**src/dbh_consts.vh**
```
// Constants for the downstream bridge configuration header tail (offsets 30h to 3Fh)
`ifndef DBH_CONSTS_VH
`define DBH_CONSTS_VH

// ****************************************************************
// Register offsets (byte addresses of configuration space)
// ****************************************************************
`define DBH_OFS_IO_HIGH        8'h30
`define DBH_OFS_IO_TOP_HIGH    8'h32
`define DBH_OFS_CAP_PTR        8'h34
`define DBH_OFS_INT_LINE       8'h3C
`define DBH_OFS_INT_PIN        8'h3D
`define DBH_OFS_BRIDGE_CTL     8'h3E

// ****************************************************************
// Reset and constant values
// ****************************************************************
`define DBH_RST_IO_HIGH        16'h0000
`define DBH_RST_INT_LINE       8'hFF
`define DBH_CAP_PTR_VALUE      8'h50
`define DBH_INT_PIN_VALUE      8'h01
`define DBH_RST_BRIDGE_CTL     16'h0000

// ****************************************************************
// Bridge control field positions
// ****************************************************************
`define DBH_BC_SEC_RESET_BIT   6
`define DBH_BC_LOW_MSB         5

// ****************************************************************
// Forwarding decode constants
// ****************************************************************
`define DBH_IO_LOW_FILL_BOTTOM 12'h000
`define DBH_IO_LOW_FILL_TOP    12'hFFF
`define DBH_VGA_MEM_LO         32'h000A0000
`define DBH_VGA_MEM_HI         32'h000BFFFF
`define DBH_VGA_IO_A_LO        10'h3B0
`define DBH_VGA_IO_A_HI        10'h3BB
`define DBH_VGA_IO_B_LO        10'h3C0
`define DBH_VGA_IO_B_HI        10'h3DF

`endif

```
**src/dbh_config_tail.v**
```verilog
// Configuration header tail of one downstream bridge port: registers, reset and routing
`timescale 1ns/1ps
`default_nettype none
`include "dbh_consts.vh"

module dbh_config_tail #(
	// Device number of this port on the switch internal bus, for swizzle
	parameter [4:0] PORT_DEVICE_NUM = 5'h00
) (
	// Clock and reset
	input  wire        clk,
	input  wire        nrst,
	// Configuration request port, byte address of a dword
	input  wire        cfgRead,
	input  wire        cfgWrite,
	input  wire [7:0]  cfgAddr,
	input  wire [3:0]  cfgByteEn,
	input  wire [31:0] cfgWrData,
	output reg  [31:0] cfgRdData,
	output reg         cfgRdValid,
	// Fields held elsewhere in the header
	input  wire [3:0]  ioBottomLow,
	input  wire [3:0]  ioTopLow,
	input  wire        ioEnable,
	input  wire        memEnable,
	input  wire [5:0]  bridgeCtlLow,
	// Request to be classified for forwarding
	input  wire        reqValid,
	input  wire        reqIsIo,
	input  wire        reqIsMem,
	input  wire [31:0] reqAddr,
	output wire        fwdValid,
	output wire        fwdDownstream,
	// Downstream link reset control
	output reg         secondaryResetHold,
	output reg         hotResetStart,
	// Legacy interrupt routing
	input  wire        portIntxAssert,
	output reg  [3:0]  upstreamIntx
);

	// ****************************************************************
	// Storage
	// ****************************************************************
	reg  [15:0] ioWindowBottomHigh;
	reg  [15:0] ioWindowTopHigh;
	reg  [7:0]  interruptLineScratch;
	reg         secondarySideReset;
	reg         resetBitLast;

	wire [31:0] ioBottom;
	wire [31:0] ioTop;
	wire [15:0] bridgeControlView;
	wire        wrIoDword;
	wire        wrIntDword;
	wire [3:0]  intxRouted;

	// ****************************************************************
	// Dword map
	// ****************************************************************
	// Offsets kept at eight bits so the dword index is a clean slice
	localparam [7:0] OFS_IO  = `DBH_OFS_IO_HIGH;
	localparam [7:0] OFS_CAP = `DBH_OFS_CAP_PTR;
	localparam [7:0] OFS_INT = `DBH_OFS_INT_LINE;
	localparam [5:0] DW_IO   = OFS_IO[7:2];
	localparam [5:0] DW_CAP  = OFS_CAP[7:2];
	localparam [5:0] DW_INT  = OFS_INT[7:2];

	// Dword match shared by the write strobes; byte bits are ignored
	function hitsDword;
		input [7:0] addr;
		input [5:0] dword;
		begin
			hitsDword = (addr[7:2] == dword);
		end
	endfunction

	// ****************************************************************
	// Dword decode
	// ****************************************************************
	// Byte lanes select the 16-bit or 8-bit field inside each dword
	assign wrIoDword  = cfgWrite && hitsDword(cfgAddr, DW_IO);
	assign wrIntDword = cfgWrite && hitsDword(cfgAddr, DW_INT);

	// ****************************************************************
	// I/O window upper halves
	// ****************************************************************
	// Partial writes allowed: each byte lane stands alone
	always @(posedge clk or negedge nrst) begin
		if (!nrst) begin
			ioWindowBottomHigh <= `DBH_RST_IO_HIGH;
			ioWindowTopHigh    <= `DBH_RST_IO_HIGH;
		end else if (wrIoDword) begin
			if (cfgByteEn[0]) begin
				ioWindowBottomHigh[7:0] <= cfgWrData[7:0];
			end
			if (cfgByteEn[1]) begin
				ioWindowBottomHigh[15:8] <= cfgWrData[15:8];
			end
			if (cfgByteEn[2]) begin
				ioWindowTopHigh[7:0] <= cfgWrData[23:16];
			end
			if (cfgByteEn[3]) begin
				ioWindowTopHigh[15:8] <= cfgWrData[31:24];
			end
		end
	end

	// ****************************************************************
	// Interrupt line and bridge control
	// ****************************************************************
	// Line byte is only stored and read back, nothing else taps it
	always @(posedge clk or negedge nrst) begin
		if (!nrst) begin
			interruptLineScratch <= `DBH_RST_INT_LINE;
			secondarySideReset   <= 1'b0;
		end else if (wrIntDword) begin
			if (cfgByteEn[0]) begin
				interruptLineScratch <= cfgWrData[7:0];
			end
			// Only bit 6 of the upper bridge control byte lanes lives here
			if (cfgByteEn[2]) begin
				secondarySideReset <= cfgWrData[16 + `DBH_BC_SEC_RESET_BIT];
			end
		end
	end

	// Bits 15:7 never stored, so writes to them vanish
	assign bridgeControlView = {4'h0,
	                            4'h0,
	                            1'b0,
	                            secondarySideReset,
	                            bridgeCtlLow};

	// ****************************************************************
	// Read path
	// ****************************************************************
	// Data registered one cycle after the read strobe; holes read zero
	always @(posedge clk or negedge nrst) begin
		if (!nrst) begin
			cfgRdData  <= 32'h00000000;
			cfgRdValid <= 1'b0;
		end else begin
			cfgRdValid <= cfgRead;
			if (cfgRead) begin
				case (cfgAddr[7:2])
					DW_IO: begin
						cfgRdData <= {ioWindowTopHigh, ioWindowBottomHigh};
					end
					DW_CAP: begin
						cfgRdData <= {24'h000000, `DBH_CAP_PTR_VALUE};
					end
					DW_INT: begin
						cfgRdData <= {bridgeControlView, `DBH_INT_PIN_VALUE,
						              interruptLineScratch};
					end
					default: begin
						cfgRdData <= 32'h00000000;
					end
				endcase
			end
		end
	end

	// ****************************************************************
	// Secondary reset
	// ****************************************************************
	// Hold follows the bit; the start pulse tells the link to send
	// training sequences carrying the reset indication
	always @(posedge clk or negedge nrst) begin
		if (!nrst) begin
			secondaryResetHold <= 1'b0;
			hotResetStart      <= 1'b0;
			resetBitLast       <= 1'b0;
		end else begin
			resetBitLast       <= secondarySideReset;
			secondaryResetHold <= secondarySideReset;
			hotResetStart      <= secondarySideReset && !resetBitLast;
		end
	end

	// ****************************************************************
	// Forwarding decision
	// ****************************************************************
	// Low halves give address bits 15:12; bits below are 000h or FFFh
	assign ioBottom = {ioWindowBottomHigh, ioBottomLow, `DBH_IO_LOW_FILL_BOTTOM};
	assign ioTop    = {ioWindowTopHigh, ioTopLow, `DBH_IO_LOW_FILL_TOP};

	// VGA enable is bit 3 and VGA 16-bit decode bit 4 of the lower byte
	dbh_fwd_decode uDecode (
		.clk           (clk),
		.nrst          (nrst),
		.ioBottom      (ioBottom),
		.ioTop         (ioTop),
		.ioEnable      (ioEnable),
		.memEnable     (memEnable),
		.vgaEnable     (bridgeCtlLow[3]),
		.vgaFullDecode (bridgeCtlLow[4]),
		.reqValid      (reqValid),
		.reqIsIo       (reqIsIo),
		.reqIsMem      (reqIsMem),
		.reqAddr       (reqAddr),
		.fwdValid      (fwdValid),
		.fwdDownstream (fwdDownstream)
	);

	// ****************************************************************
	// Legacy interrupt routing
	// ****************************************************************
	// Port raises INTA on its primary side; the upstream bridge sees
	// it on pin (INTA + device number) mod 4
	genvar g;
	generate
		for (g = 0; g < 4; g = g + 1) begin : gSwizzle
			assign intxRouted[g] = portIntxAssert &&
				({30'h0, PORT_DEVICE_NUM[1:0]} == g);
		end
	endgenerate

	// Registered so upward messages see a clean level
	always @(posedge clk or negedge nrst) begin
		if (!nrst) begin
			upstreamIntx <= 4'h0;
		end else begin
			upstreamIntx <= intxRouted;
		end
	end

endmodule
`default_nettype wire

```
**src/dbh_fwd_decode.v**
```verilog
// Downstream forwarding decision for I/O window and VGA ranges
`timescale 1ns/1ps
`default_nettype none
`include "dbh_consts.vh"

module dbh_fwd_decode (
	// Clock and reset
	input  wire        clk,
	input  wire        nrst,
	// Window bounds
	input  wire [31:0] ioBottom,
	input  wire [31:0] ioTop,
	// Command and bridge control enables
	input  wire        ioEnable,
	input  wire        memEnable,
	input  wire        vgaEnable,
	input  wire        vgaFullDecode,
	// Request to classify
	input  wire        reqValid,
	input  wire        reqIsIo,
	input  wire        reqIsMem,
	input  wire [31:0] reqAddr,
	// Decision
	output reg         fwdValid,
	output reg         fwdDownstream
);

	// Inclusive range test, used for window and VGA ranges
	function inRange;
		input [31:0] addr;
		input [31:0] lo;
		input [31:0] hi;
		begin
			inRange = (addr >= lo) && (addr <= hi);
		end
	endfunction

	wire ioHit;
	wire vgaIoHit;
	wire vgaMemHit;
	wire next_fwd;

	// Window hit only for I/O requests with I/O space enabled
	assign ioHit = reqIsIo && ioEnable && inRange(reqAddr, ioBottom, ioTop);

	// VGA I/O: first 64 KB, aliases also hit unless full decode asked for
	assign vgaIoHit = reqIsIo && ioEnable && vgaEnable && (reqAddr[31:16] == 16'h0000)
		&& (!vgaFullDecode || (reqAddr[15:10] == 6'h00))
		&& (inRange({22'h0, reqAddr[9:0]}, {22'h0, `DBH_VGA_IO_A_LO}, {22'h0, `DBH_VGA_IO_A_HI})
		|| inRange({22'h0, reqAddr[9:0]}, {22'h0, `DBH_VGA_IO_B_LO}, {22'h0, `DBH_VGA_IO_B_HI}));

	// VGA frame buffer window
	assign vgaMemHit = reqIsMem && memEnable && vgaEnable
		&& inRange(reqAddr, `DBH_VGA_MEM_LO, `DBH_VGA_MEM_HI);

	assign next_fwd = ioHit || vgaIoHit || vgaMemHit;

	// Registered so the decision is one clean cycle after the request
	always @(posedge clk or negedge nrst) begin
		if (!nrst) begin
			fwdValid      <= 1'b0;
			fwdDownstream <= 1'b0;
		end else begin
			fwdValid      <= reqValid;
			fwdDownstream <= reqValid && next_fwd;
		end
	end

endmodule
`default_nettype wire

```
**config.mk**
```make
export PLATFORM = sky130hd
export DESIGN_NAME = dbh_config_tail
export DESIGN_NICKNAME = d
export VERILOG_FILES = /design/src/dbh_config_tail.v /design/src/dbh_fwd_decode.v
export VERILOG_INCLUDE_DIRS = /design/src
export SDC_FILE = /design/constraint.sdc
export NUM_CORES = 1
export LEC_CHECK = 0
export BUFFER_PORTS_ARGS = -buffer_cell sky130_fd_sc_hd__clkbuf_2
export CAP_MARGIN = 10
export CORE_MARGIN = 2
export CORE_UTILIZATION = 50
export DETAILED_ROUTE_END_ITERATION = 8
export GPL_TIMING_DRIVEN = 0
export PLACE_DENSITY = 0.79
export SLEW_MARGIN = 20
export SYNTH_ARGS = -nofsm -noshare
export SYNTH_HDL_FRONTEND = slang
export SYNTH_SLANG_ARGS = --single-unit
```
**constraint.sdc**
```tcl
create_clock -name clk -period 3.8 [get_ports clk]
set_input_delay 0.57 -clock clk [delete_from_list [all_inputs] [get_ports clk]]
set_output_delay 0.57 -clock clk [all_outputs]
set_load 0.02 [all_outputs]
```
==> results.yml, run 1 <==
critical_path:
  cp-startpoint: "ioWindowTopHigh[13]"
  crit_path_end_kind: "flop"
  crit_type: "reg -> reg"
  regToRegStartpoint: "ioWindowTopHigh[13]"
  crit_arrival_ps: 2440
  crit_fanout: 3
  worstPathRequired_ps: 4050
  startpoint_type: "flop"
timing:
  setup_viol: 0
  slew_headroom: 0.598
  max_freq_mhz: 457
  finalMaxSlewViolations: 0
  clock_skew_ps: 10.8
  worstMarginPinSlew_ps: 603
  fin_crit_ps: 2190
  rsz0062_at_grt: "no"
  fin_setup_tns_ps: 0
  hold_ws_ps: 182
  fin_crit_sh: 0.575
  hold_violations: 0
clock_tree:
  cts_tree: "yes"
  clockRootBuffer: "clkbuf_8"
  cts_buffers: 9
  postCtsHoldBufs: 0
  cts_sinks: 79
  post-cts-setup-buffers: 0
  clock_latency_ps: 360
  htreeDepth: 3
  cts_resized: 0
  clk_pin_slew_worst_paths_ps: 80
  clock_path_buffers: 2
global_route:
  grt_pass1_wl_um: 18500
  gr-usage-all-layers: 0.242
  antenna_found_initial: 0
  grt_max_degree: 48
  grt_pass1_vias: 3864
  grt-ovfl-total: 0
worst_hold_path:
  min_path_type: "in -> async"
drt:
  wl_per_cell_um: 16.0
  finalWirelength_um: 11000
  viasPerCell: 5.47
  drc: 0
  first_iter_violations: 138
  ant_nets: 0
  vias: 3747
  drtPass1Iterations: 4
finish:
  drive_above_1_share: 0.310
  antennaDiodeCount: 0
  finalNonFillerCells: 685
  fill_cells: 683
  postLayoutCellArea_mm2: 0.00539
  area_growth_pct: 25.1
  nets: 715
die:
  die_area_mm2: 0.00937
  start_util: 0.519
  io_pins: 141
  row_count: 33
  core_mm2: 0.00830
  die_h_um: 96.8
  die_w_um: 96.8
placed_design:
  place_congestion: 0.898
  dpl-instance-area_mm2: 0.00515
  io_buffers: 135
  dpl.cell_count: 669
  hpwl_um: 8770
synth:
  ys.flop_type: "dfrtp_1"
  syn_inst: 426
  ys_ff_latch: 79
  yosysUniqueCellTypes: 41
  synth_edf_count: 0
  synth_area_mm2: 0.00431
  synth_seq_area_share: 0.461
  async_flop_share: 1.00
  avgSynthCellArea_um2: 10.1
  yosysWarnings: 0
status:
  status: "finished, final reports clean"
pwr:
  ir_worst_vdd_mv: 0.232
  power.leakage_nw: 2.69
  powerDensity_mw_per_mm2: 364
  finalPower_mw: 1.96
job:
  cap_violations: 0
[report_power, final]
| group | switching, mW | leakage [nW] | internal (mW) |
|---|---|---|---|
| clock network | 0.312 | 0.118 | 0.438 |
| logic | 0.163 | 1.52 | 0.130 |
| registers | 0.0324 | 1.05 | 0.887 |
[layout by cell type, fill, tap and decap left out, types with 9 or more instances in the layout]
cell type	n
a22oi_1	13
o21ai_1	18
mux2_1	31
nor2_1	15
clkbuf_8	9
dfrtp_1	71
nand3_1	27
nand2_1	16
inv_1	70
ha_1	40
clkbuf_2	134
mux2_2	10
a21oi_1	24
clkbuf_1	10
o22ai_1	13
[flip-flops by register name (all words and copies together), names as in the netlist]
signal                 count
cfgRdData                 32
ioWindowBottomHigh        16
ioWindowTopHigh           16
interruptLineScratch       8
cfgRdValid                 1
hotResetStart              1
resetBitLast               1
secondarySideReset         1
uDecode.fwdDownstream      1
uDecode.fwdValid           1
upstreamIntx               1
[through the flow]
step / utilization / worst slack, ps
after global placement: 0.617 / 1370
after floorplan: - / 1690
after CTS: 0.649 / 1600
after detailed placement: 0.621 / 1340
final: 0.649 / 1610
after global routing: 0.649 / 1490
[layer usage]
| metal | vias to the layer above | GRT usage | share of wire |
|---|---|---|---|
| met2 | 160 | 0.389 | 0.47 |
| met1 | 1783 | 0.320 | 0.43 |
| met4 | 0 | 0.0910 | 0.023 |
| li1 | 1777 | - | - |
| met5 | - | 0 | 0 |
| met3 | 27 | 0.0578 | 0.071 |
[critical path, stage by stage, from the launching register on]
cell and delay (ps):
dfrtp_1 370, inv_1 80, ha_1 290, nand3_1 90, or3_1 400, nor4_1 370, and3_1 210, a31oi_1 40
o32ai_1 230
[final timing paths]
check,to,slack (ps),depth (start not counted)
min,cfgRdData[4],180,1
max in group asynchronous,interruptLineScratch[5],2970,2
min reg2reg,hotResetStart,450,1
min in group clk,upstreamIntx[0],310,1
max,uDecode.fwdDownstream,1610,8
max reg2reg,uDecode.fwdDownstream,1610,8
[area by class of cell]
type,count,area (µm²),share of cell area
buffer,18,83.8,0.0156
clock buffer,11,131,0.0244
clock inverter,5,104,0.0193
inverter,70,263,0.0488
multi-input combinational,261,1980,0.368
sequential,79,1990,0.369
tap,105,131,0.0244
timing repair buffer,136,706,0.131
[Yosys cell counts, types with 4 or more instances]
master	instances	share of area
ha_1	40	0.12
nor2_1	15	0.013
nand4_1	7	0.010
dfstp_2	8	0.049
and3_1	5	0.0073
clkbuf_1	8	0.0070
inv_1	70	0.061
o21ai_1	18	0.021
nand3_1	27	0.031
o22ai_1	13	0.019
mux2_1	31	0.081
a21oi_1	24	0.028
dfrtp_1	71	0.41
o21ai_0	6	0.0070
nor3_1	5	0.0058
nand2_1	16	0.014
mux2_2	10	0.026
buf_2	4	0.0046
a22oi_1	13	0.023
[cell families after synthesis]
kind of cell	synth area share
AO/OA/AOI/OAI	0.117
buffers and inverters	0.0805
other	0.000871
AND/OR/NAND/NOR	0.114
multiplexers	0.110
adder cells (fa/ha/maj)	0.116
flip-flops	0.461
Power figures use the tool's default switching activity.
==> inputs of run 2 (changes only) <==
- CORE_UTILIZATION: 50 -> 46
- PLACE_DENSITY: 0.79 -> 0.77
- clock period: 3.8 -> 1.9 ns (I/O delays scaled with it)
==> results.yml, run 2 (same netlist as run 1, synthesis figures left out) <==
timing:
  fin_crit_ps: 1970
  hold_ws_ps: 28.4
  slew_headroom: 0.522
  fin_crit_sh: 1.04
  worstMarginPinSlew_ps: 717
  rsz0062_at_grt: "yes"
  finalMaxSlewViolations: 0
  hold_violations: 0
  setup_viol: 1
  clock_skew_ps: 5.49
  max_freq_mhz: 507
  fin_setup_tns_ps: -73.3
  fin_ws_ps: -73.3
drt:
  vias: 3718
  wl_per_cell_um: 16.9
  ant_nets: 0
  drc: 0
  viasPerCell: 5.34
  drtPass1Iterations: 4
  first_iter_violations: 117
  finalWirelength_um: 11800
status:
  violations: "negative setup slack"
  status: "finished, violations left"
finish:
  antennaDiodeCount: 0
  nets: 720
  postLayoutCellArea_mm2: 0.00557
  max_flop_register: "cfgRdData"
  drive_above_1_share: 0.345
  area_growth_pct: 29.2
  postLayoutCoreUtil: 0.608
  fill_cells: 787
  layout_commonest_cell: "clkbuf_2"
  final_cell_mix: "clkbuf_2, dfrtp_1, inv_1"
  top_regs: "cfgRdData x32, ioWindowBottomHigh x16, ioWindowTopHigh x16"
  largest_reg_flops: 32
placed_design:
  io_buffers: 135
  hpwl_um: 8990
  place_congestion: 0.844
  dpl-instance-area_mm2: 0.00516
clock_tree:
  clock_latency_ps: 350
  htreeDepth: 3
  clock_path_buffers: 2
  cts_tree: "yes"
  clockRootBuffer: "clkbuf_8"
  cts_sinks: 79
  cts_buffers: 9
  clk_pin_slew_worst_paths_ps: 90
job:
  cap_violations: 0
die:
  core_mm2: 0.00915
  start_util: 0.471
  die_w_um: 101
  row_count: 35
  die_area_mm2: 0.0102
  die_h_um: 101
  io_pins: 141
worst_hold_path:
  min_path_type: "in -> reg"
critical_path:
  crit_fanout: 2
  crit_path_end_kind: "flop"
  worstPathRequired_ps: 2150
  crit_type: "reg -> reg"
  crit_arrival_ps: 2230
  startpoint_type: "flop"
pwr:
  p_switching_mw: 1.08
  p_int_mw: 2.95
  power.leakage_nw: 2.74
  finalPower_mw: 4.03
  swShare: 0.269
  power_frac_comb: 0.162
  powerDensity_mw_per_mm2: 725
  ir_worst_vdd_mv: 0.510
  seqPwrFrac: 0.455
  p_clk_frac: 0.384
global_route:
  grt_pass1_wl_um: 18300
  grt_pass1_vias: 3770
  grt_max_degree: 53
  antenna_found_initial: 0
  gr-usage-all-layers: 0.234
  grt-ovfl-total: 0
## run 2: cell types whose count changed in the layout (fill, tap and decap cells not counted), sizes merged
cell         change
clkbuf           -2
buf              +4
clkinv           +2
dlygate4sd3      +1
## run 2: metrics by stage
| step | setup slack (ps) | cells |
|---|---|---|
| finish | -73.3 | 696 |
| global route | -153 | 696 |
| CTS | -34.3 | 696 |
| detailed placement | -263 | 675 |
| global placement | -220 | 674 |
| floorplan | 7.19 | 428 |
## run 2: final timing paths
| check | cells past startpoint | startpoint | slack [ps] | endpoint |
|---|---|---|---|---|
| max | 8 | ioWindowTopHigh[14] | -70 | uDecode.fwdDownstream |
| max reg2reg | 8 | ioWindowTopHigh[14] | -70 | uDecode.fwdDownstream |
| min | 1 | portIntxAssert | 30 | upstreamIntx[0] |
| max in group asynchronous | 3 | nrst | 820 | interruptLineScratch[1] |
| min in group asynchronous | 2 | nrst | 430 | cfgRdData[10] |
| min reg2reg | 1 | resetBitLast | 440 | hotResetStart |
## run 2: timing repair
action	CTS	global route
endpoints found under the setup margin	1	1
gates resized for setup	9	8
hold buffers	1	0
pin swaps	2	3
endpoints found under the hold margin	27	0
cloned	0	0
buffers inserted	4	0
## run 2: power groups by stage
stage	clock, mW	combinational (mW)	sequential, mW
6_report	1.55	0.653	1.83
4_1_cts	1.56	0.631	1.83
5_1_grt	1.64	0.728	1.84
2_1_floorplan	0	0.301	1.86
3_3_place_gp	0	0.549	1.86
3_5_place_dp	0	0.590	1.87
## run 2: layout make-up
type / instances / area [µm²] / share of cell area
Buffer: 18 / 83.8 / 0.0151
Clock inverter: 7 / 120 / 0.0216
Clock buffer: 9 / 124 / 0.0223
Sequential cell: 79 / 1990 / 0.357
Timing Repair Buffer: 141 / 746 / 0.134
Multi-Input combinational cell: 261 / 2100 / 0.378
Tap cell: 111 / 139 / 0.0250
Inverter: 70 / 263 / 0.0472
## run 2: per-layer routing
metal | track usage | vias to the layer above | part of all wire
met3 | 0.0485 | 22 | 0.060
met1 | 0.296 | 1770 | 0.43
met5 | 0 | - | 0
met2 | 0.401 | 129 | 0.49
li1 | - | 1797 | -
met4 | 0.0780 | 0 | 0.020
## run 2: worst max-delay path, cell delays in order, from the launching register on
cell     delay [ps]
dfrtp_1         350
inv_1            70
ha_4            290
nand3_4          80
or3_4           410
nor4_4          180
and3_1          210
a31oi_1          40
o32ai_1         240
==> inputs of run 3 (changes only) <==
- SKIP_LAST_GASP: not set -> 1
==> results.yml, run 3 (same netlist as run 1, synthesis figures left out) <==
finish:
  fill_cells: 807
  drive_above_1_share: 0.321
  area_growth_pct: 26.8
  final_cell_mix: "clkbuf_2, dfrtp_1, inv_1"
  top_regs: "cfgRdData x32, ioWindowBottomHigh x16, ioWindowTopHigh x16"
  antennaDiodeCount: 0
  max_flop_register: "cfgRdData"
  layout_commonest_cell: "clkbuf_2"
  postLayoutCoreUtil: 0.597
  largest_reg_flops: 32
  nets: 720
  finalNonFillerCells: 696
timing:
  worstMarginPinSlew_ps: 722
  setup_viol: 1
  fin_crit_sh: 1.03
  fin_ws_ps: -64.6
  hold_violations: 0
  fin_crit_ps: 1960
  slew_headroom: 0.519
  max_freq_mhz: 509
  finalMaxSlewViolations: 0
  fin_setup_tns_ps: -64.6
  rsz0062_at_grt: "yes"
  clock_skew_ps: 3.86
clock_tree:
  htreeDepth: 3
  clk_pin_slew_worst_paths_ps: 90
  clockRootBuffer: "clkbuf_8"
  clock_latency_ps: 350
  cts_buffers: 9
  cts_tree: "yes"
  clock_path_buffers: 2
  cts_sinks: 79
placed_design:
  place_congestion: 0.844
  io_buffers: 135
  hpwl_um: 8990
  dpl.cell_count: 675
die:
  row_count: 35
  die_h_um: 101
  core_mm2: 0.00915
  io_pins: 141
  die_area_mm2: 0.0102
  start_util: 0.471
  die_w_um: 101
global_route:
  grt_pass1_vias: 3776
  antenna_found_initial: 0
  grt_pass1_wl_um: 18200
  grt-ovfl-total: 0
  gr-usage-all-layers: 0.233
  grt_max_degree: 53
pwr:
  finalPower_mw: 3.99
  powerDensity_mw_per_mm2: 730
  ir_worst_vdd_mv: 0.427
  power.leakage_nw: 2.73
drt:
  drtPass1Iterations: 4
  first_iter_violations: 109
  ant_nets: 0
  vias: 3700
  finalWirelength_um: 11600
  drc: 0
  wl_per_cell_um: 16.6
  viasPerCell: 5.32
job:
  cap_violations: 0
worst_hold_path:
  min_path_type: "in -> reg"
critical_path:
  crit_path_end_kind: "flop"
  worstPathRequired_ps: 2160
  crit_fanout: 2
  startpoint_type: "flop"
  crit_arrival_ps: 2220
  crit_type: "reg -> reg"
status:
  status: "finished, violations left"
  violations: "negative setup slack"
## run 3: cell count changes in the layout (fill, tap and decap cells not counted)
cell     before  now
ha_1         33   40
ha_4          7    0
inv_1        65   70
inv_2         5    0
nand2_1      15   16
nand2_2       1    0
nand3_1      26   27
nand3_4       1    0
## run 3: path summary, 6_finish.rpt
path	startpoint	to	slack, ps	depth (start not counted)
min reg2reg	resetBitLast	hotResetStart	440	1
min	portIntxAssert	upstreamIntx[0]	30	1
max	ioWindowTopHigh[15]	uDecode.fwdDownstream	-60	8
min in group asynchronous	nrst	cfgRdData[10]	430	2
max reg2reg	ioWindowTopHigh[15]	uDecode.fwdDownstream	-60	8
max in group asynchronous	nrst	interruptLineScratch[1]	830	3
## run 3: what timing repair did
action / CTS / global route
resized for setup: 2 / 0
pin swaps: 2 / 1
endpoints found under the hold margin: 27 / 0
setup buffers: 4 / 0
endpoints found under the setup margin: 1 / 1
hold buffers: 1 / 0
## run 3: area by class of cell
cell class | count | area [µm²] | share of cell area
clock buffers | 9 | 124 | 0.0227
plain buffers | 18 | 83.8 | 0.0153
flip-flops and latches | 79 | 1990 | 0.364
inverters | 70 | 263 | 0.0481
repair buffers | 141 | 746 | 0.137
well taps | 111 | 139 | 0.0254
clock inverters | 7 | 120 | 0.0220
multi-input cells | 261 | 2000 | 0.366
## run 3: metrics by stage
step / hold WS, ps / area, µm² / worst slack, ps
2_1_floorplan: -10.6 / 4320 / 7.19
3_3_place_gp: 397 / 5130 / -220
3_5_place_dp: 274 / 5160 / -263
4_1_cts: 17.9 / 5460 / -54.4
5_1_grt: 20.6 / 5460 / -188
6_report: 30.0 / 5460 / -64.6
## run 3: routing by layer
metal,wire (µm),GRT usage,vias up
met2,5590,0.396,134
met3,723,0.0402,22
met1,5000,0.294,1750
met5,0,0,-
met4,252,0.0969,0
li1,-,-,1794
## run 3: worst max-delay path, stage by stage (launching register included)
cell and delay, ps:
dfrtp_1 350, inv_1 50, ha_1 290, nand3_1 100, or3_4 400, nor4_4 180, and3_1 200, a31oi_1 40
o32ai_1 240
## run 3: power breakdown
part | total [mW] | leakage [nW] | internal [mW] | switching [mW]
clock | 1.54 | 0.125 | 0.880 | 0.665
combinational | 0.609 | 1.56 | 0.270 | 0.339
sequential | 1.83 | 1.05 | 1.77 | 0.0573
total | 3.99 | 2.73 | 2.92 | 1.06
